--- config.mk ---
export PLATFORM = sky130hd
export DESIGN_NAME = lsc_scan
export DESIGN_NICKNAME = d
export VERILOG_FILES = /design/src/inc/lsc_pkg.sv /design/src/design/lsc_scan.sv
export SDC_FILE = /design/constraint.sdc
export NUM_CORES = 1
export LEC_CHECK = 0
export ABC_AREA = 1
export BUFFER_PORTS_ARGS = -buffer_cell sky130_fd_sc_hd__buf_2
export CAP_MARGIN = 40
export CELL_PAD_IN_SITES_DETAIL_PLACEMENT = 1
export CELL_PAD_IN_SITES_GLOBAL_PLACEMENT = 1
export CORE_UTILIZATION = 40
export DETAILED_ROUTE_END_ITERATION = 12
export GPL_TIMING_DRIVEN = 0
export PLACE_DENSITY_LB_ADDON = 0.1
export SYNTH_ARGS = -nofsm -noshare
export SYNTH_HDL_FRONTEND = slang
export SYNTH_SLANG_ARGS = --single-unit
export TNS_END_PERCENT = 30
--- constraint.sdc ---
create_clock -name clk -period 4.4 [get_ports clk]
set_clock_uncertainty 0.05 [all_clocks]
set_input_delay 0.44 -clock clk [delete_from_list [all_inputs] [get_ports clk]]
set_output_delay 0.44 -clock clk [all_outputs]
set_load 0.02 [all_outputs]
--- src/inc/lsc_pkg.sv ---
// shared constants and types for the lcd scan controller
package lsc_pkg;

  // ----------------------------------------------------------------------
  // register byte offsets
  // ----------------------------------------------------------------------
  localparam logic [7:0] OFF_CTRL    = 8'h00;
  localparam logic [7:0] OFF_ROWB    = 8'h04;
  localparam logic [7:0] OFF_TOTAL   = 8'h08;
  localparam logic [7:0] OFF_PITCH   = 8'h0c;
  localparam logic [7:0] OFF_LINES   = 8'h10;
  localparam logic [7:0] OFF_SCROLL_START_ADDRESS_1    = 8'h14;
  localparam logic [7:0] OFF_SADLO   = 8'h18;
  localparam logic [7:0] OFF_CGBASE  = 8'h1c;
  localparam logic [7:0] OFF_CURSOR  = 8'h20;
  localparam logic [7:0] OFF_STEP    = 8'h24;
  localparam logic [7:0] OFF_HDOT    = 8'h28;
  localparam logic [7:0] OFF_CUR_LO  = 8'h2c;
  localparam logic [7:0] OFF_CUR_HI  = 8'h30;
  localparam logic [7:0] OFF_MEMW    = 8'h34;
  localparam logic [7:0] OFF_MEMR    = 8'h38;
  localparam logic [7:0] OFF_STATUS  = 8'h3c;

  // ----------------------------------------------------------------------
  // reset values and timing
  // ----------------------------------------------------------------------
  localparam logic [7:0]  ROWB_RST    = 8'h27;
  localparam logic [7:0]  TOTAL_RST   = 8'h2b;
  localparam logic [15:0] PITCH_RST   = 16'h0028;
  localparam logic [7:0]  LINES_RST   = 8'hef;
  localparam logic [15:0] STEP_RST    = 16'h0001;
  localparam logic [15:0] CUR_HI_RST  = 16'hffff;
  localparam logic [3:0]  PH_LAST     = 4'h8;
  localparam logic [3:0]  PH_CODE     = 4'h2;
  localparam logic [3:0]  PH_CG       = 4'h3;
  localparam logic [3:0]  PH_PIX      = 4'h5;
  localparam logic [3:0]  ROW_LAST_SH = 4'h7;
  localparam logic [3:0]  ROW_LAST_TL = 4'hf;
  localparam logic [15:0] EXT_CG_BASE = 16'hf000;
  localparam logic [2:0]  CGRAM1_TOP  = 3'h4;
  localparam logic [2:0]  CGRAM2_TOP  = 3'h7;
  localparam int          CTRL_W      = 10;

  // ----------------------------------------------------------------------
  // types
  // ----------------------------------------------------------------------
  typedef enum logic [1:0] {
    LSC_IDLE  = 2'b00,
    LSC_FETCH = 2'b01,
    LSC_PAUSE = 2'b11
  } lsc_state_t;

  typedef struct packed {
    logic block_shape;
    logic gfx_on;
    logic text_on;
    logic three_layers;
    logic external_cg_select;
    logic cgram_bit6_correction;
    logic tall_font_select;
    logic two_panel;
    logic graphics_mode;
    logic enable;
  } lsc_ctrl_t;

  typedef struct packed {
    logic [7:0] line;
    logic [3:0] row;
    logic       pause;
    logic       panel;
    logic       host_set;
    logic       pending;
  } lsc_status_t;

  typedef struct packed {
    logic        rd;
    logic        wr;
    logic [15:0] addr;
    logic [7:0]  wdata;
  } lsc_mem_req_t;

  typedef struct packed {
    logic       valid;
    logic [7:0] pixels;
    logic       cursor;
    logic       block;
  } lsc_pix_t;

endpackage

--- src/design/lsc_scan.sv ---
// display refresh scanner with cursor and character generator mapping
//
// Decided for this implementation: the APB interface to the registers and the placing of the registers.
`timescale 1ns/10ps
// Functional notes
// - scan each line left to right up to row byte count, lines top down
// - graphics: each line starts at previous line start plus pitch
// - text: same start per bitmap row, next row; then start plus pitch
// - two-panel: upper line n then lower line b+n, alternating per line
// - every display memory read cycle lasts nine clocks
// - row byte count plus one read cycles per line
// - pause reads for total minus row byte count cycles, drive continues
// - two-panel: line latch pulse only after the lower screen line
// - cursor register is both cursor position and host access address
// - after each host access cursor steps by the programmed step
// - cursor on first or third layer only, hidden outside layer memory
// - graphics-only dummy cursor only when host set the cursor address
// - no text: bar cursor; mixed layer with block: block over text only
// - text scrolls by characters, graphics by pixels; one shared h-shift
// - horizontal pixel scroll through the dot-scroll register
// - external generator rom at f000-f7ff short, f000-ffff tall fonts
// - font select clear gives 8-row cells, set gives 16-row cells
// - code value and external select bit pick internal rom or external generator
// - 8-bit codes; generator ram banks switch via generator base
// - bit6 option forces bit 6 of generator ram codes to zero
// - generator address is base plus shifted code plus bitmap row
module lsc_scan (
  input  wire logic                  clk,
  input  wire logic                  rst_n,
  input  wire logic [7:0]            paddr,
  input  wire logic                  psel,
  input  wire logic                  penable,
  input  wire logic                  pwrite,
  input  wire logic [31:0]           pwdata,
  output logic      [31:0]           prdata,
  output logic                       pready,
  output logic                       pslverr,
  output lsc_pkg::lsc_mem_req_t      mem_req,
  input  wire logic [7:0]            mem_rdata,
  output logic      [11:0]           int_rom_addr,
  input  wire logic [7:0]            int_rom_data,
  output lsc_pkg::lsc_pix_t          pix,
  output logic                       line_latch_pulse,
  output logic                       scan_pause,
  output logic      [2:0]            hdot_shift,
  output logic      [1:0]            cursor_layer
);

  // ----------------------------------------------------------------------
  // state
  // ----------------------------------------------------------------------
  lsc_pkg::lsc_ctrl_t    ctrl_r;
  lsc_pkg::lsc_state_t   st_r, st_nxt;
  lsc_pkg::lsc_mem_req_t req_nxt;
  lsc_pkg::lsc_pix_t     pix_nxt;
  lsc_pkg::lsc_status_t  status;
  logic [7:0]  rowb_r, total_r, lines_r, wbuf_r, rbuf_r, code_r;
  logic [15:0] pitch_r, scroll_start_address_1_r, sadlo_r, cg_base_r, step_r;
  logic [15:0] cursor_r, cur_lo_r, cur_hi_r, cursor_nxt;
  logic [15:0] up_start_r, lo_start_r, scan_addr_r, fetch_addr_r;
  logic [2:0]  hdot_r;
  logic [3:0]  ph_r, row_r;
  logic [7:0]  cyc_r, line_r;
  logic        panel_r, pend_r, pend_wr_r, host_set_r, hrd_r, lp_r;
  logic [8:0]  fcnt_r;

  // ----------------------------------------------------------------------
  // apb decode
  // ----------------------------------------------------------------------
  wire acc      = psel && penable;
  wire h_ctrl   = paddr == lsc_pkg::OFF_CTRL;
  wire h_rowb   = paddr == lsc_pkg::OFF_ROWB;
  wire h_total  = paddr == lsc_pkg::OFF_TOTAL;
  wire h_pitch  = paddr == lsc_pkg::OFF_PITCH;
  wire h_lines  = paddr == lsc_pkg::OFF_LINES;
  wire h_scroll_start_address_1   = paddr == lsc_pkg::OFF_SCROLL_START_ADDRESS_1;
  wire h_sadlo  = paddr == lsc_pkg::OFF_SADLO;
  wire h_cgbase = paddr == lsc_pkg::OFF_CGBASE;
  wire h_cursor = paddr == lsc_pkg::OFF_CURSOR;
  wire h_step   = paddr == lsc_pkg::OFF_STEP;
  wire h_hdot   = paddr == lsc_pkg::OFF_HDOT;
  wire h_cur_lo = paddr == lsc_pkg::OFF_CUR_LO;
  wire h_cur_hi = paddr == lsc_pkg::OFF_CUR_HI;
  wire h_memw   = paddr == lsc_pkg::OFF_MEMW;
  wire h_memr   = paddr == lsc_pkg::OFF_MEMR;
  wire h_status = paddr == lsc_pkg::OFF_STATUS;
  wire mapped   = h_ctrl | h_rowb | h_total | h_pitch | h_lines | h_scroll_start_address_1 |
                  h_sadlo | h_cgbase | h_cursor | h_step | h_hdot |
                  h_cur_lo | h_cur_hi | h_memw | h_memr | h_status;
  // a second memory request while one waits for the pause is refused
  wire busy_err = pwrite && pend_r && (h_memw || h_memr);
  wire err      = acc && (!mapped || busy_err);
  wire wr       = acc && pwrite && !err;
  wire host_req = wr && (h_memw || h_memr);

  assign pready  = 1'b1;
  assign pslverr = err;
  assign status  = '{line: line_r, row: row_r, pause: st_r == lsc_pkg::LSC_PAUSE,
                     panel: panel_r, host_set: host_set_r, pending: pend_r};
  assign prdata  = !psel ? 32'h0 :
                   h_ctrl   ? {22'h0, ctrl_r} :
                   h_rowb   ? {24'h0, rowb_r} :
                   h_total  ? {24'h0, total_r} :
                   h_pitch  ? {16'h0, pitch_r} :
                   h_lines  ? {24'h0, lines_r} :
                   h_scroll_start_address_1   ? {16'h0, scroll_start_address_1_r} :
                   h_sadlo  ? {16'h0, sadlo_r} :
                   h_cgbase ? {16'h0, cg_base_r} :
                   h_cursor ? {16'h0, cursor_r} :
                   h_step   ? {16'h0, step_r} :
                   h_hdot   ? {29'h0, hdot_r} :
                   h_cur_lo ? {16'h0, cur_lo_r} :
                   h_cur_hi ? {16'h0, cur_hi_r} :
                   h_memw   ? {24'h0, wbuf_r} :
                   h_memr   ? {24'h0, rbuf_r} :
                   h_status ? {16'h0, status} : 32'h0;

  // ----------------------------------------------------------------------
  // line and frame sequencing
  // ----------------------------------------------------------------------
  wire run      = ctrl_r.enable;
  wire fetching = st_r == lsc_pkg::LSC_FETCH;
  wire ph_end   = ph_r == lsc_pkg::PH_LAST;
  wire line_end = ph_end && cyc_r == total_r &&
                  st_r != lsc_pkg::LSC_IDLE;
  wire upper    = ctrl_r.two_panel && !panel_r;
  wire [3:0] row_last = ctrl_r.tall_font_select ?
                        lsc_pkg::ROW_LAST_TL : lsc_pkg::ROW_LAST_SH;
  wire row_wrap  = ctrl_r.graphics_mode || row_r == row_last;
  wire frame_end = line_r == lines_r;
  // new frame restarts at the scroll starts, else text holds its start until its last bitmap row
  wire [15:0] up_adv = frame_end ? scroll_start_address_1_r :
                       row_wrap ? up_start_r + pitch_r : up_start_r;
  wire [15:0] lo_adv = frame_end ? sadlo_r :
                       row_wrap ? lo_start_r + pitch_r : lo_start_r;
  wire [3:0]  row_adv  = (row_wrap || frame_end) ? 4'h0 : row_r + 4'h1;
  wire [7:0]  line_adv = frame_end ? 8'h0 : line_r + 8'h1;
  wire [15:0] scan_nxt = !run ? scroll_start_address_1_r :
                         line_end ? (upper ? lo_start_r : up_adv) :
                         (ph_end && fetching) ? scan_addr_r + 16'h1 :
                         scan_addr_r;

  always_comb
  begin
    st_nxt = st_r;
    case (st_r)
      lsc_pkg::LSC_IDLE:  st_nxt = lsc_pkg::LSC_FETCH;
      lsc_pkg::LSC_FETCH:
        if (line_end)
          st_nxt = lsc_pkg::LSC_FETCH;
        else if (ph_end && cyc_r == rowb_r)
          st_nxt = lsc_pkg::LSC_PAUSE;
      lsc_pkg::LSC_PAUSE:
        if (line_end)
          st_nxt = lsc_pkg::LSC_FETCH;
      default: st_nxt = lsc_pkg::LSC_IDLE;
    endcase
  end

  always_ff @(posedge clk)
  begin
    if (!rst_n || !run)
    begin
      st_r    <= lsc_pkg::LSC_IDLE;
      ph_r    <= 4'h0;
      cyc_r   <= 8'h0;
      line_r  <= 8'h0;
      row_r   <= 4'h0;
      panel_r <= 1'b0;
    end
    else
    begin
      st_r <= st_nxt;
      // idle holds phase 0 so the first fetch cycle starts with its read
      ph_r <= (ph_end || st_r == lsc_pkg::LSC_IDLE) ? 4'h0 :
              ph_r + 4'h1;
      if (ph_end)
        cyc_r <= line_end ? 8'h0 : cyc_r + 8'h1;
      if (line_end)
        panel_r <= upper;
      if (line_end && !upper)
      begin
        row_r  <= row_adv;
        line_r <= line_adv;
      end
    end
  end

  always_ff @(posedge clk)
  begin
    if (!rst_n)
    begin
      up_start_r  <= 16'h0;
      lo_start_r  <= 16'h0;
      scan_addr_r <= 16'h0;
    end
    else
    begin
      scan_addr_r <= scan_nxt;
      if (!run)
      begin
        up_start_r <= scroll_start_address_1_r;
        lo_start_r <= sadlo_r;
      end
      else if (line_end && !upper)
      begin
        up_start_r <= up_adv;
        lo_start_r <= lo_adv;
      end
    end
  end

  // ----------------------------------------------------------------------
  // character generator mapping
  // ----------------------------------------------------------------------
  // codes 80-9f and e0-ff belong to generator ram, others to a rom
  wire is_cgram  = code_r[7:5] == lsc_pkg::CGRAM1_TOP ||
                   code_r[7:5] == lsc_pkg::CGRAM2_TOP;
  wire use_int   = !is_cgram && !ctrl_r.external_cg_select;
  wire [7:0] code_eff = (is_cgram && ctrl_r.cgram_bit6_correction) ?
                        (code_r & 8'hbf) : code_r;
  wire [15:0] code_sh = ctrl_r.tall_font_select ?
                        {4'h0, code_eff, 4'h0} : {5'h0, code_eff, 3'h0};
  wire [15:0] cg_base = is_cgram ? cg_base_r : lsc_pkg::EXT_CG_BASE;
  wire [15:0] cg_addr = cg_base + code_sh + {12'h0, row_r};
  assign int_rom_addr = {code_r, row_r};

  // ----------------------------------------------------------------------
  // memory port: scan fetch, generator fetch, host access in pause
  // ----------------------------------------------------------------------
  wire scan_rd = fetching && ph_r == 4'h0;
  wire cg_rd   = fetching && ph_r == lsc_pkg::PH_CG &&
                 !ctrl_r.graphics_mode && !use_int;
  wire host_op = st_r == lsc_pkg::LSC_PAUSE && ph_r == 4'h0 && pend_r;
  assign req_nxt = '{rd: scan_rd || cg_rd || (host_op && !pend_wr_r),
                     wr: host_op && pend_wr_r,
                     addr: host_op ? cursor_r :
                           cg_rd ? cg_addr : scan_addr_r,
                     wdata: wbuf_r};
  // software write to the cursor beats the auto-step in the same cycle
  assign cursor_nxt = (wr && h_cursor) ? pwdata[15:0] :
                      host_op ? cursor_r + step_r : cursor_r;

  // ----------------------------------------------------------------------
  // cursor and pixel output
  // ----------------------------------------------------------------------
  wire in_layer = cursor_r >= cur_lo_r && cursor_r <= cur_hi_r;
  wire cur_ok   = ctrl_r.text_on ||
                  (ctrl_r.gfx_on && host_set_r);
  wire block    = ctrl_r.block_shape && ctrl_r.text_on &&
                  !ctrl_r.graphics_mode;
  assign pix_nxt = '{valid: fetching && ph_r == lsc_pkg::PH_PIX,
                     pixels: ctrl_r.graphics_mode ? code_r :
                             use_int ? int_rom_data : mem_rdata,
                     cursor: in_layer && cur_ok &&
                             fetch_addr_r == cursor_r,
                     block: block};
  assign cursor_layer = ctrl_r.three_layers ? 2'h3 : 2'h1;
  assign scan_pause   = st_r == lsc_pkg::LSC_PAUSE;
  assign hdot_shift   = hdot_r;
  assign line_latch_pulse = lp_r;

  always_ff @(posedge clk)
  begin
    if (!rst_n)
    begin
      mem_req      <= '0;
      pix          <= '0;
      code_r       <= 8'h0;
      fetch_addr_r <= 16'h0;
      lp_r         <= 1'b0;
      fcnt_r       <= 9'h0;
    end
    else
    begin
      mem_req <= req_nxt;
      pix     <= pix_nxt;
      lp_r    <= run && line_end && !upper;
      fcnt_r  <= line_end ? 9'h0 : fcnt_r + {8'h0, scan_rd};
      if (scan_rd)
        fetch_addr_r <= scan_addr_r;
      if (fetching && ph_r == lsc_pkg::PH_CODE)
        code_r <= mem_rdata;
    end
  end

  // ----------------------------------------------------------------------
  // registers
  // ----------------------------------------------------------------------
  always_ff @(posedge clk)
  begin
    if (!rst_n)
    begin
      ctrl_r <= '0;      rowb_r  <= lsc_pkg::ROWB_RST;
      total_r <= lsc_pkg::TOTAL_RST;  pitch_r <= lsc_pkg::PITCH_RST;
      lines_r <= lsc_pkg::LINES_RST;  scroll_start_address_1_r <= 16'h0;  sadlo_r <= 16'h0;
      cg_base_r <= 16'h0;  step_r <= lsc_pkg::STEP_RST;  hdot_r <= 3'h0;
      cur_lo_r <= 16'h0;   cur_hi_r <= lsc_pkg::CUR_HI_RST;
      cursor_r <= 16'h0;   wbuf_r <= 8'h0;  rbuf_r <= 8'h0;
      pend_r <= 1'b0;  pend_wr_r <= 1'b0;  host_set_r <= 1'b0;  hrd_r <= 1'b0;
    end
    else
    begin
      cursor_r <= cursor_nxt;
      if (wr && h_ctrl)   ctrl_r <= lsc_pkg::lsc_ctrl_t'(pwdata[lsc_pkg::CTRL_W-1:0]);
      if (wr && h_rowb)   rowb_r <= pwdata[7:0];
      if (wr && h_total)  total_r <= pwdata[7:0];
      if (wr && h_pitch)  pitch_r <= pwdata[15:0];
      if (wr && h_lines)  lines_r <= pwdata[7:0];
      if (wr && h_scroll_start_address_1)   scroll_start_address_1_r <= pwdata[15:0];
      if (wr && h_sadlo)  sadlo_r <= pwdata[15:0];
      if (wr && h_cgbase) cg_base_r <= pwdata[15:0];
      if (wr && h_step)   step_r <= pwdata[15:0];
      if (wr && h_hdot)   hdot_r <= pwdata[2:0];
      if (wr && h_cur_lo) cur_lo_r <= pwdata[15:0];
      if (wr && h_cur_hi) cur_hi_r <= pwdata[15:0];
      if (wr && h_memw)   wbuf_r <= pwdata[7:0];
      if (host_req)       pend_wr_r <= h_memw;
      pend_r     <= host_req || (pend_r && !host_op);
      host_set_r <= (wr && h_cursor) || (host_set_r && !host_op);
      hrd_r      <= (host_op && !pend_wr_r) ||
                    (hrd_r && ph_r != lsc_pkg::PH_CODE);
      if (hrd_r && ph_r == lsc_pkg::PH_CODE)
        rbuf_r <= mem_rdata;
    end
  end
endmodule // lsc_scan

# Word-level counts from Yosys, hierarchy flattened
# Index checks and enable logic that the tools add are counted.
# Widths: inputs -> output; s select.
word_totals:
  reg_bits: 322
  latch_bits: 0
  ramBits: 0
  romBits: 0
  output_inout_bits: 90
  mem_count: 0
classes:
  add_sub_neg: 10
  multipliers: 0
  div_mod_pow: 0
  n_lt_le_gt_ge: 2
  n_eq_ne: 34
  n_shift: 0
  muxes: 47
  n_bitwise: 15
  reduce_logical: 84
ops:
  columns: ["cell", "count"]
  rows:
  - ["$mux 16", 34]
  - ["$eq 8x6->1 const B", 8]
  - ["$logic_and 1x1->1", 51]
  - ["$add 16x16->16", 3]
  - ["$eq 8x5->1 const B", 4]
  - ["$mux 8", 4]
  - ["$eq 8x8->1", 3]
  - ["$add 16x1->16 const B", 1]
  - ["$add 16x12->16", 1]
  - ["$add 16x4->16", 1]
  - ["$add 8x1->8 const B", 2]
  - ["$eq 16x16->1", 1]
  - ["$eq 8x4->1 const B", 2]
  - ["$ge 16x16->1", 1]
  - ["$le 16x16->1", 1]
  - ["$or 1x1->1", 15]
  - ["$logic_or 1x1->1", 13]
  - ["$logic_not 1->1", 12]
  - ["$mux 12", 1]
  - ["$ne 3x1->1 const B", 3]
  - ["$add 4x1->4 const B", 2]
  - ["$eq 4x2->1 const B", 2]
  - ["$eq 8x3->1 const B", 1]
  - ["$logic_not 8->1", 1]
  - ["other kinds (17)", 25]

# Longest topological paths before layout
# Gate-level depths: netlist of run 1.
logic_depth:
  word_depth: 23
  ltp_mapped: 18
  depth_no_buf: 17

# Worst setup path before layout of run 1
# Ideal clock, no wire load.
synth_path:
  kind: "reg2reg"
  startpoint: "reg code_r[6]"
  endpoint: "reg mem_req[18] in the netlist's numbering"
  setup_ns: 0.119
  t_arrival_ns: 3.295
  path_slack_ns: 0.936
  path_stages_with_launch: 18
  path_buffers: 2
  period_less_slack_ns: 3.464
  path_cell_list: "dfxtp_1 inv_1 nand3_1 nand2_1 clkinv_1 clkbuf_1 clkbuf_1 nor2_1 fa_1 ha_1 nand3_1 nand2_1 a21boi_0 o21ai_0 a31oi_1 or2_2 nand3_1 a21oi_1"
synth_via:
  elab_chain_cells: 9
synth_lines:
  columns: ["element", "line_no", "source"]
  rows:
  - ["start, declared", "lsc_scan.sv:57", "logic [7:0] rowb_r, total_r, lines_r, wbuf_r, rbuf_r, code_r;"]
  - ["start signal, assigned", "lsc_scan.sv:283", "code_r <= mem_rdata;"]
  - ["$eq 3x3->1 (on tied branches)", "lsc_scan.sv:217, lsc_scan.sv:218", null]
  - ["$logic_or 1x1->1", "lsc_scan.sv:217", "wire is_cgram = code_r[7:5] == lsc_pkg::CGRAM1_TOP ||"]
  - ["$logic_and 1x1->1", "lsc_scan.sv:220", "wire [7:0] code_eff = (is_cgram && ctrl_r.cgram_bit6_correction) ?"]
  - ["$mux 7", "lsc_scan.sv:220", null]
  - ["$mux 12", "lsc_scan.sv:222", "wire [15:0] code_sh = ctrl_r.tall_font_select ?"]
  - ["$add 16x12->16", "lsc_scan.sv:225", "wire [15:0] cg_addr = cg_base + code_sh + {12'h0, row_r};"]
  - ["$add 16x4->16", "lsc_scan.sv:225", null]
  - ["$mux 16 *", "lsc_scan.sv:238", "cg_rd ? cg_addr : scan_addr_r,"]
  - ["$mux 16 *", "lsc_scan.sv:237", "addr: host_op ? cursor_r :"]
  - ["end signal, assigned", "lsc_scan.sv:276", "mem_req <= req_nxt;"]
  - ["end, declared", "lsc_scan.sv:38", "output lsc_pkg::lsc_mem_req_t mem_req,"]
# Mark *: on every way between the ends. The rest lies on a longest branch, timed or not.
# A chain may end at the register's enable or synchronous reset.

# Worst setup path after layout of run 1
layout_path:
  startpoint: "reg code_r[5]"
  endpoint: "reg mem_req[18] in the netlist's numbering"
# Same word-level chain as after synthesis.

==> impl_metrics.py, run 1 <==
metrics = {
    "clock_network": {
        "cts-resized-gates": 0,
        "postCtsSetupBuffers": 0,
        "clk_path_buf_depth": 3,
        "cts_tree": "done",
        "worst_skew_pair.late_latency_ns": 0.60,
        "cts-hold-fix-buffers": 0,
        "cts_buffers": 41,
        "cts-root-buf": "clkbuf_16",
        "htreeDepth": 2,
        "path_clk_slew_ns": 0.07,
        "cts_sinks": 322,
    },
    "setup_path": {
        "cp.required_ns": 4.81,
        "cp-end-kind": "flip-flop",
        "critical_path_class": "flip-flop to flip-flop",
        "cp_slowest_cell": "fa_1",
        "rrSetupSlack_ns": 0.35,
        "ff2ff_path_depth": 17,
        "crit_fanout": 10,
        "critPathMostFrequentCell": "nand3_1",
        "cp-start-kind": "flip-flop",
        "crit_chain": "inv_1, nand3_1, nand2_1, clkinv_1, clkbuf_1, clkbuf_1, nor2_1, fa_1, ha_1, nand3_1, nand2_1, a21boi_0, o21ai_0, a31oi_1, or2_2, nand3_1, a21oi_1",
        "cpPeakStageDelay_ns": 0.46,
        "arrival_ns": 4.46,
    },
    "floorplan": {
        "num_rows": 80,
        "die_h_um": 222,
        "core_area_mm2": 0.0477,
        "fp.dieW_um": 222,
        "die-area_mm2": 0.0494,
        "initial_core_util_pct": 40.6,
        "io-pin-count": 151,
    },
    "detailed_routing": {
        "vias": 21400,
        "drt_pass1_iterations": 5,
        "drc": 0,
        "wirelength_um": 94500,
        "wire_per_inst_um": 25.9,
        "postRouteAntennaNets": 0,
        "drt_iter0_markers": 1739,
        "drt-vias-per-instance": 5.86,
    },
    "placed_design": {
        "numPortBuffers": 115,
        "place_congestion": 0.992,
        "place_hpwl_um": 74900,
    },
    "yosys": {
        "synth-seq-cells": 322,
        "yosysTopAreaCellShare_pct": 33.2,
        "ys_types": 56,
        "synth_top_area_cell": "dfxtp_1",
        "yosysSeqAreaShare_pct": 33.2,
        "synth_area_per_cell_um2": 6.86,
        "synth.most_common_cell": "nand2_1",
        "ys_top_cells_by_count": "nand2_1, a21oi_1, dfxtp_1",
        "yosys-top-cells-area": "dfxtp_1, nand2_1, a21oi_1",
        "ys_warn_count": 0,
        "synthCells": 2827,
        "synth_edf_count": 0,
        "synth_area_mm2": 0.0194,
        "synth-main-ff-cell": "dfxtp_1",
        "async_flop_share_pct": 0,
    },
    "layout": {
        "layout-drive-gt1-share_pct": 10.5,
        "fin_nets": 3181,
        "syn_to_final_growth_pct": 15.2,
    },
    "min_path": {
        "hold_path_depth": 3,
        "min_path_type": "input pin to flip-flop",
    },
    "power": {
        "p_per_area_mw_per_mm2": 308,
        "total_leakage_power_uw": 0.0105,
        "ir_worst_vdd_mv": 0.265,
        "power_uw": 6890,
    },
    "sta": {
        "min_period_over_period_pct": 92.1,
        "grt_setup_unrepaired": "false",
        "max_clock_freq_mhz": 247,
        "period_minus_slack_ns": 4.05,
        "fin_setup_tns_ns": 0,
        "setup_viol": 0,
        "hold_violations": 0,
        "slew_headroom_pct": 37.4,
        "maxSlewViolCount": 0,
        "worst_pin_slew_ns": 0.932,
    },
    "global_route": {
        "grt-ovfl-total": 0,
        "grt_antenna_before_repair": 1,
        "grt_pass1_vias": 21500,
        "grt.total_usage_pct": 37.9,
        "grt_max_degree": 13,
        "grt_pass1_wl_um": 139000,
    },
    "run_status": {
        "status": "completed",
    },
    "flow_run": {
        "cap_violations": 0,
    },
}
## metrics by stage
stage          hold slack [ns]  cell area, um2  setup WS [ns]  cells  util (%)
3_3_place_gp             0.408           20800          0.483   3573      43.6
2_1_floorplan            0.367           19500          0.936   2843         -
5_1_grt                 0.0925           22300         0.0627   3654      46.8
4_1_cts                 0.0705           22300          0.394   3654      46.8
6_report                0.0870           22300          0.347   3655      46.8
3_5_place_dp             0.398           20900          0.397   3579      43.7
## cells in the final DEF (no fill, tap or decap), types with 22 or more instances in the layout
| cell type | synthesis | routed |
|---|---|---|
| nand2_1 | 517 | 517 |
| a21oi_1 | 371 | 371 |
| dfxtp_1 | 322 | 322 |
| inv_1 | 303 | 303 |
| o21ai_0 | 249 | 249 |
| nand3_1 | 218 | 218 |
| nor2_1 | 168 | 168 |
| buf_2 | 31 | 146 |
| ha_1 | 108 | 108 |
| clkbuf_1 | 71 | 76 |
| o21ai_1 | 66 | 66 |
| o211ai_1 | 42 | 42 |
| clkbuf_16 | 0 | 42 |
| xor2_1 | 40 | 40 |
| nand4_1 | 36 | 36 |
| buf_4 | 29 | 29 |
| xnor2_1 | 24 | 24 |
| nor3_1 | 22 | 22 |
## layout make-up
class | instances | area [um2]
Antenna cell | 1 | 2.50
Buffer | 141 | 692
Clock buffer | 61 | 1260
Clock inverter | 14 | 193
Fill cell | 6190 | 25400
Inverter | 339 | 1270
Multi-Input combinational cell | 2041 | 11100
Sequential cell | 322 | 6450
Tap cell | 615 | 769
Timing Repair Buffer | 121 | 654
## routing by layer
layer  vias to the layer above  wire length, um  track usage, %
met5                         -                0               0
met4                         0             5060            19.2
met3                       234             6980            7.05
met2                       787            41600            59.8
met1                     10500            40900            49.4
li1                       9882                -               -
## flip-flops by register name, summed over array words and instances, names as in the netlist, 9 cells and up
register / cells
cursor_r: 16
step_r: 16
fetch_addr_r: 16
ctrl_r: 9
pitch_r: 16
up_start_r: 16
pix: 11
mem_req: 26
sadlo_r: 16
cg_base_r: 16
scan_addr_r: 16
cur_hi_r: 16
lo_start_r: 16
cur_lo_r: 16
scroll_start_address_1_r: 16
## logic make-up after synthesis
group           share of synthesized area, %
xor+xnor                                2.89
flops                                   33.2
buf+inv                                 10.1
simple gates                            23.3
fa+ha+maj                               7.48
compound gates                          22.9
other cells                           0.0387
## power by group
part / switching [uW] / internal (uW)
registers: 1.02 / 2920
clock network: 1450 / 2220
logic: 229 / 70.3
## critical path: cells and delay by family, from the launching register on
kind,cells,cell delay [ns]
compound gates,4,0.74
flops,1,0.36
simple gates,7,0.89
buf+inv,4,1.06
fa+ha+maj,2,0.82
## worst paths after layout
| kind | startpoint | to |
|---|---|---|
| min reg2reg | wbuf_r[0] | mem_req[0] |
| min | pwdata[13] | cur_hi_r[13] |
| max | code_r[5] | mem_req[18] |
| max reg2reg | code_r[5] | mem_req[18] |
Note: power is estimated with default switching activity, not from simulation.
==> inputs of run 2 (changes only) <==
Settings changed: CELL_PAD_IN_SITES_DETAIL_PLACEMENT 1 to not set, CELL_PAD_IN_SITES_GLOBAL_PLACEMENT 1 to not set, PLACE_DENSITY_LB_ADDON 0.1 to not set.
==> run 2 against run 1 <==
  * Utilization fell by 0.18 points
  * Critical path type unchanged
  * Design area decreased by 0.38%
  * Highest routed layer unchanged
  * Sequential cell count unchanged
==> impl_metrics.py, run 2 (same netlist as run 1, synthesis figures left out) <==
metrics = {
    "run_status": {
        "status": "completed",
    },
    "layout": {
        "layout-drive-gt1-share_pct": 10.4,
        "largest_register_ffs": 26,
        "final_cell_mix": "nand2_1, a21oi_1, dfxtp_1",
        "multi_input_area_mm2": 0.0111,
        "top_register": "mem_req",
        "fin_cells": 3649,
        "final_common_cell": "nand2_1",
        "nFillCells": 4940,
        "seq_area_mm2": 0.00645,
        "syn_to_final_growth_pct": 14.7,
        "fin_nets": 3178,
    },
    "floorplan": {
        "die-area_mm2": 0.0494,
        "core_area_mm2": 0.0477,
        "die_h_um": 222,
        "num_rows": 80,
        "io-pin-count": 151,
        "initial_core_util_pct": 40.6,
        "fp.dieW_um": 222,
    },
    "sta": {
        "fin_setup_tns_ns": 0,
        "min_period_over_period_pct": 89.7,
        "worst_pin_slew_ns": 0.974,
        "holdWs_ns": 0.0807,
        "slew_headroom_pct": 35.1,
        "setup_viol": 0,
        "max_clock_freq_mhz": 253,
        "period_minus_slack_ns": 3.95,
        "hold_violations": 0,
        "grt_setup_unrepaired": "false",
        "maxSlewViolCount": 0,
    },
    "clock_network": {
        "cts_buffers": 40,
        "worst_skew_pair.late_latency_ns": 0.59,
        "cts_sinks": 322,
        "cts-root-buf": "clkbuf_16",
        "htreeDepth": 2,
        "postCtsSetupBuffers": 0,
        "cts-resized-gates": 0,
        "path_clk_slew_ns": 0.06,
        "cts-hold-fix-buffers": 0,
        "cts_tree": "done",
        "clk_path_buf_depth": 3,
    },
    "detailed_routing": {
        "postRouteAntennaNets": 0,
        "wire_per_inst_um": 24.3,
        "drt-vias-per-instance": 5.86,
        "wirelength_um": 88700,
        "drt_iter0_markers": 2925,
        "drt_pass1_iterations": 6,
        "vias": 21400,
        "drc": 0,
    },
    "setup_path": {
        "cp-start-kind": "flip-flop",
        "cp-end-kind": "flip-flop",
        "crit_chain": "nand3_1, nand2_1, clkinv_1, clkbuf_1, nor2_1, fa_1, ha_1, nand3_1, nand2_1, a21boi_0, o21ai_0, a31oi_1, or2_2, nand3_1, a21oi_1",
        "arrival_ns": 4.37,
        "crit_fanout": 16,
        "critical_path_class": "flip-flop to flip-flop",
        "cpPeakStageDelay_ns": 0.45,
        "cp_slowest_cell": "dfxtp_1",
        "cp.required_ns": 4.82,
        "critPathMostFrequentCell": "nand3_1",
    },
    "global_route": {
        "grt_pass1_wl_um": 129000,
        "use_met1_pct": 48.7,
        "grt.total_usage_pct": 35.3,
        "grt_pass1_vias": 19700,
        "grt-ovfl-total": 0,
        "grt_use_met3_pct": 8.08,
        "grt_max_degree": 13,
        "grt_antenna_before_repair": 0,
        "use_met2_pct": 52.1,
        "grt_busiest_layer": "met2",
    },
    "placed_design": {
        "numPortBuffers": 115,
        "dp.cells": 3578,
        "place_congestion": 1.01,
        "place_hpwl_um": 70000,
    },
    "flow_run": {
        "cap_violations": 0,
    },
    "min_path": {
        "min_path_type": "input pin to flip-flop",
    },
    "power": {
        "p_per_area_mw_per_mm2": 304,
        "total_leakage_power_uw": 0.0105,
        "ir_worst_vdd_mv": 0.275,
    },
}
-- run 2: changes by cell type in the layout (fill, tap and decap cells not counted), sizes merged --
cell,before,now
bufinv,4,6
buf,191,190
clkbuf,132,120
clkinvlp,2,1
clkinv,22,27
inv,325,326
-- run 2: layer usage --
metal | wire length, um | share of wire (%)
met1 | 38000 | 43
met2 | 36700 | 41
met3 | 9590 | 11
met4 | 4430 | 5.0
met5 | 0 | 0
-- run 2: final timing paths --
check / end / slack, ns / cells after the start / startpoint
worst min register to register: st_r[0] / 0.43 / 2 / st_r[0]
worst max-delay path: mem_req[18] / 0.45 / 15 / code_r[7]
worst max register to register: mem_req[18] / 0.45 / 15 / code_r[7]
worst min-delay path: cur_hi_r[10] / 0.08 / 3 / pwdata[10]
-- run 2: layout make-up --
cell class | instances | area share (%)
Multi-Input combinational cell | 2041 | 49.7
Sequential cell | 322 | 29.0
Inverter | 339 | 5.72
Clock buffer | 50 | 5.03
Tap cell | 615 | 3.46
Buffer | 140 | 3.09
Timing Repair Buffer | 120 | 2.89
Clock inverter | 21 | 1.19
Antenna cell | 1 | 0.0112
-- run 2: metrics by stage --
stage	util [%]	total power [uW]	setup slack [ns]	cell area, um2
global placement	43.6	3260	0.346	20800
detailed placement	43.7	3270	0.310	20900
global route	46.6	6910	0.0438	22300
finish	46.6	6770	0.453	22300
floorplan	-	3120	0.936	19500
CTS	46.6	6780	0.326	22300
-- run 2: worst max-delay path, delay by kind of cell, from the launching register on --
family | cells | cell delay [ns]
AOI/OAI and AO/OA | 4 | 0.78
adders and majority gates | 2 | 0.81
buffers and inverters | 2 | 0.73
DFF | 1 | 0.45
and+or+nand+nor | 7 | 1.01
-- run 2: power by group --
part           total [uW]  switching (uW)  internal [uW]  leakage [uW]
Clock                3560            1410           2150      0.000693
Sequential           2920            1.09           2920       0.00260
Combinational         294             224           69.3       0.00720
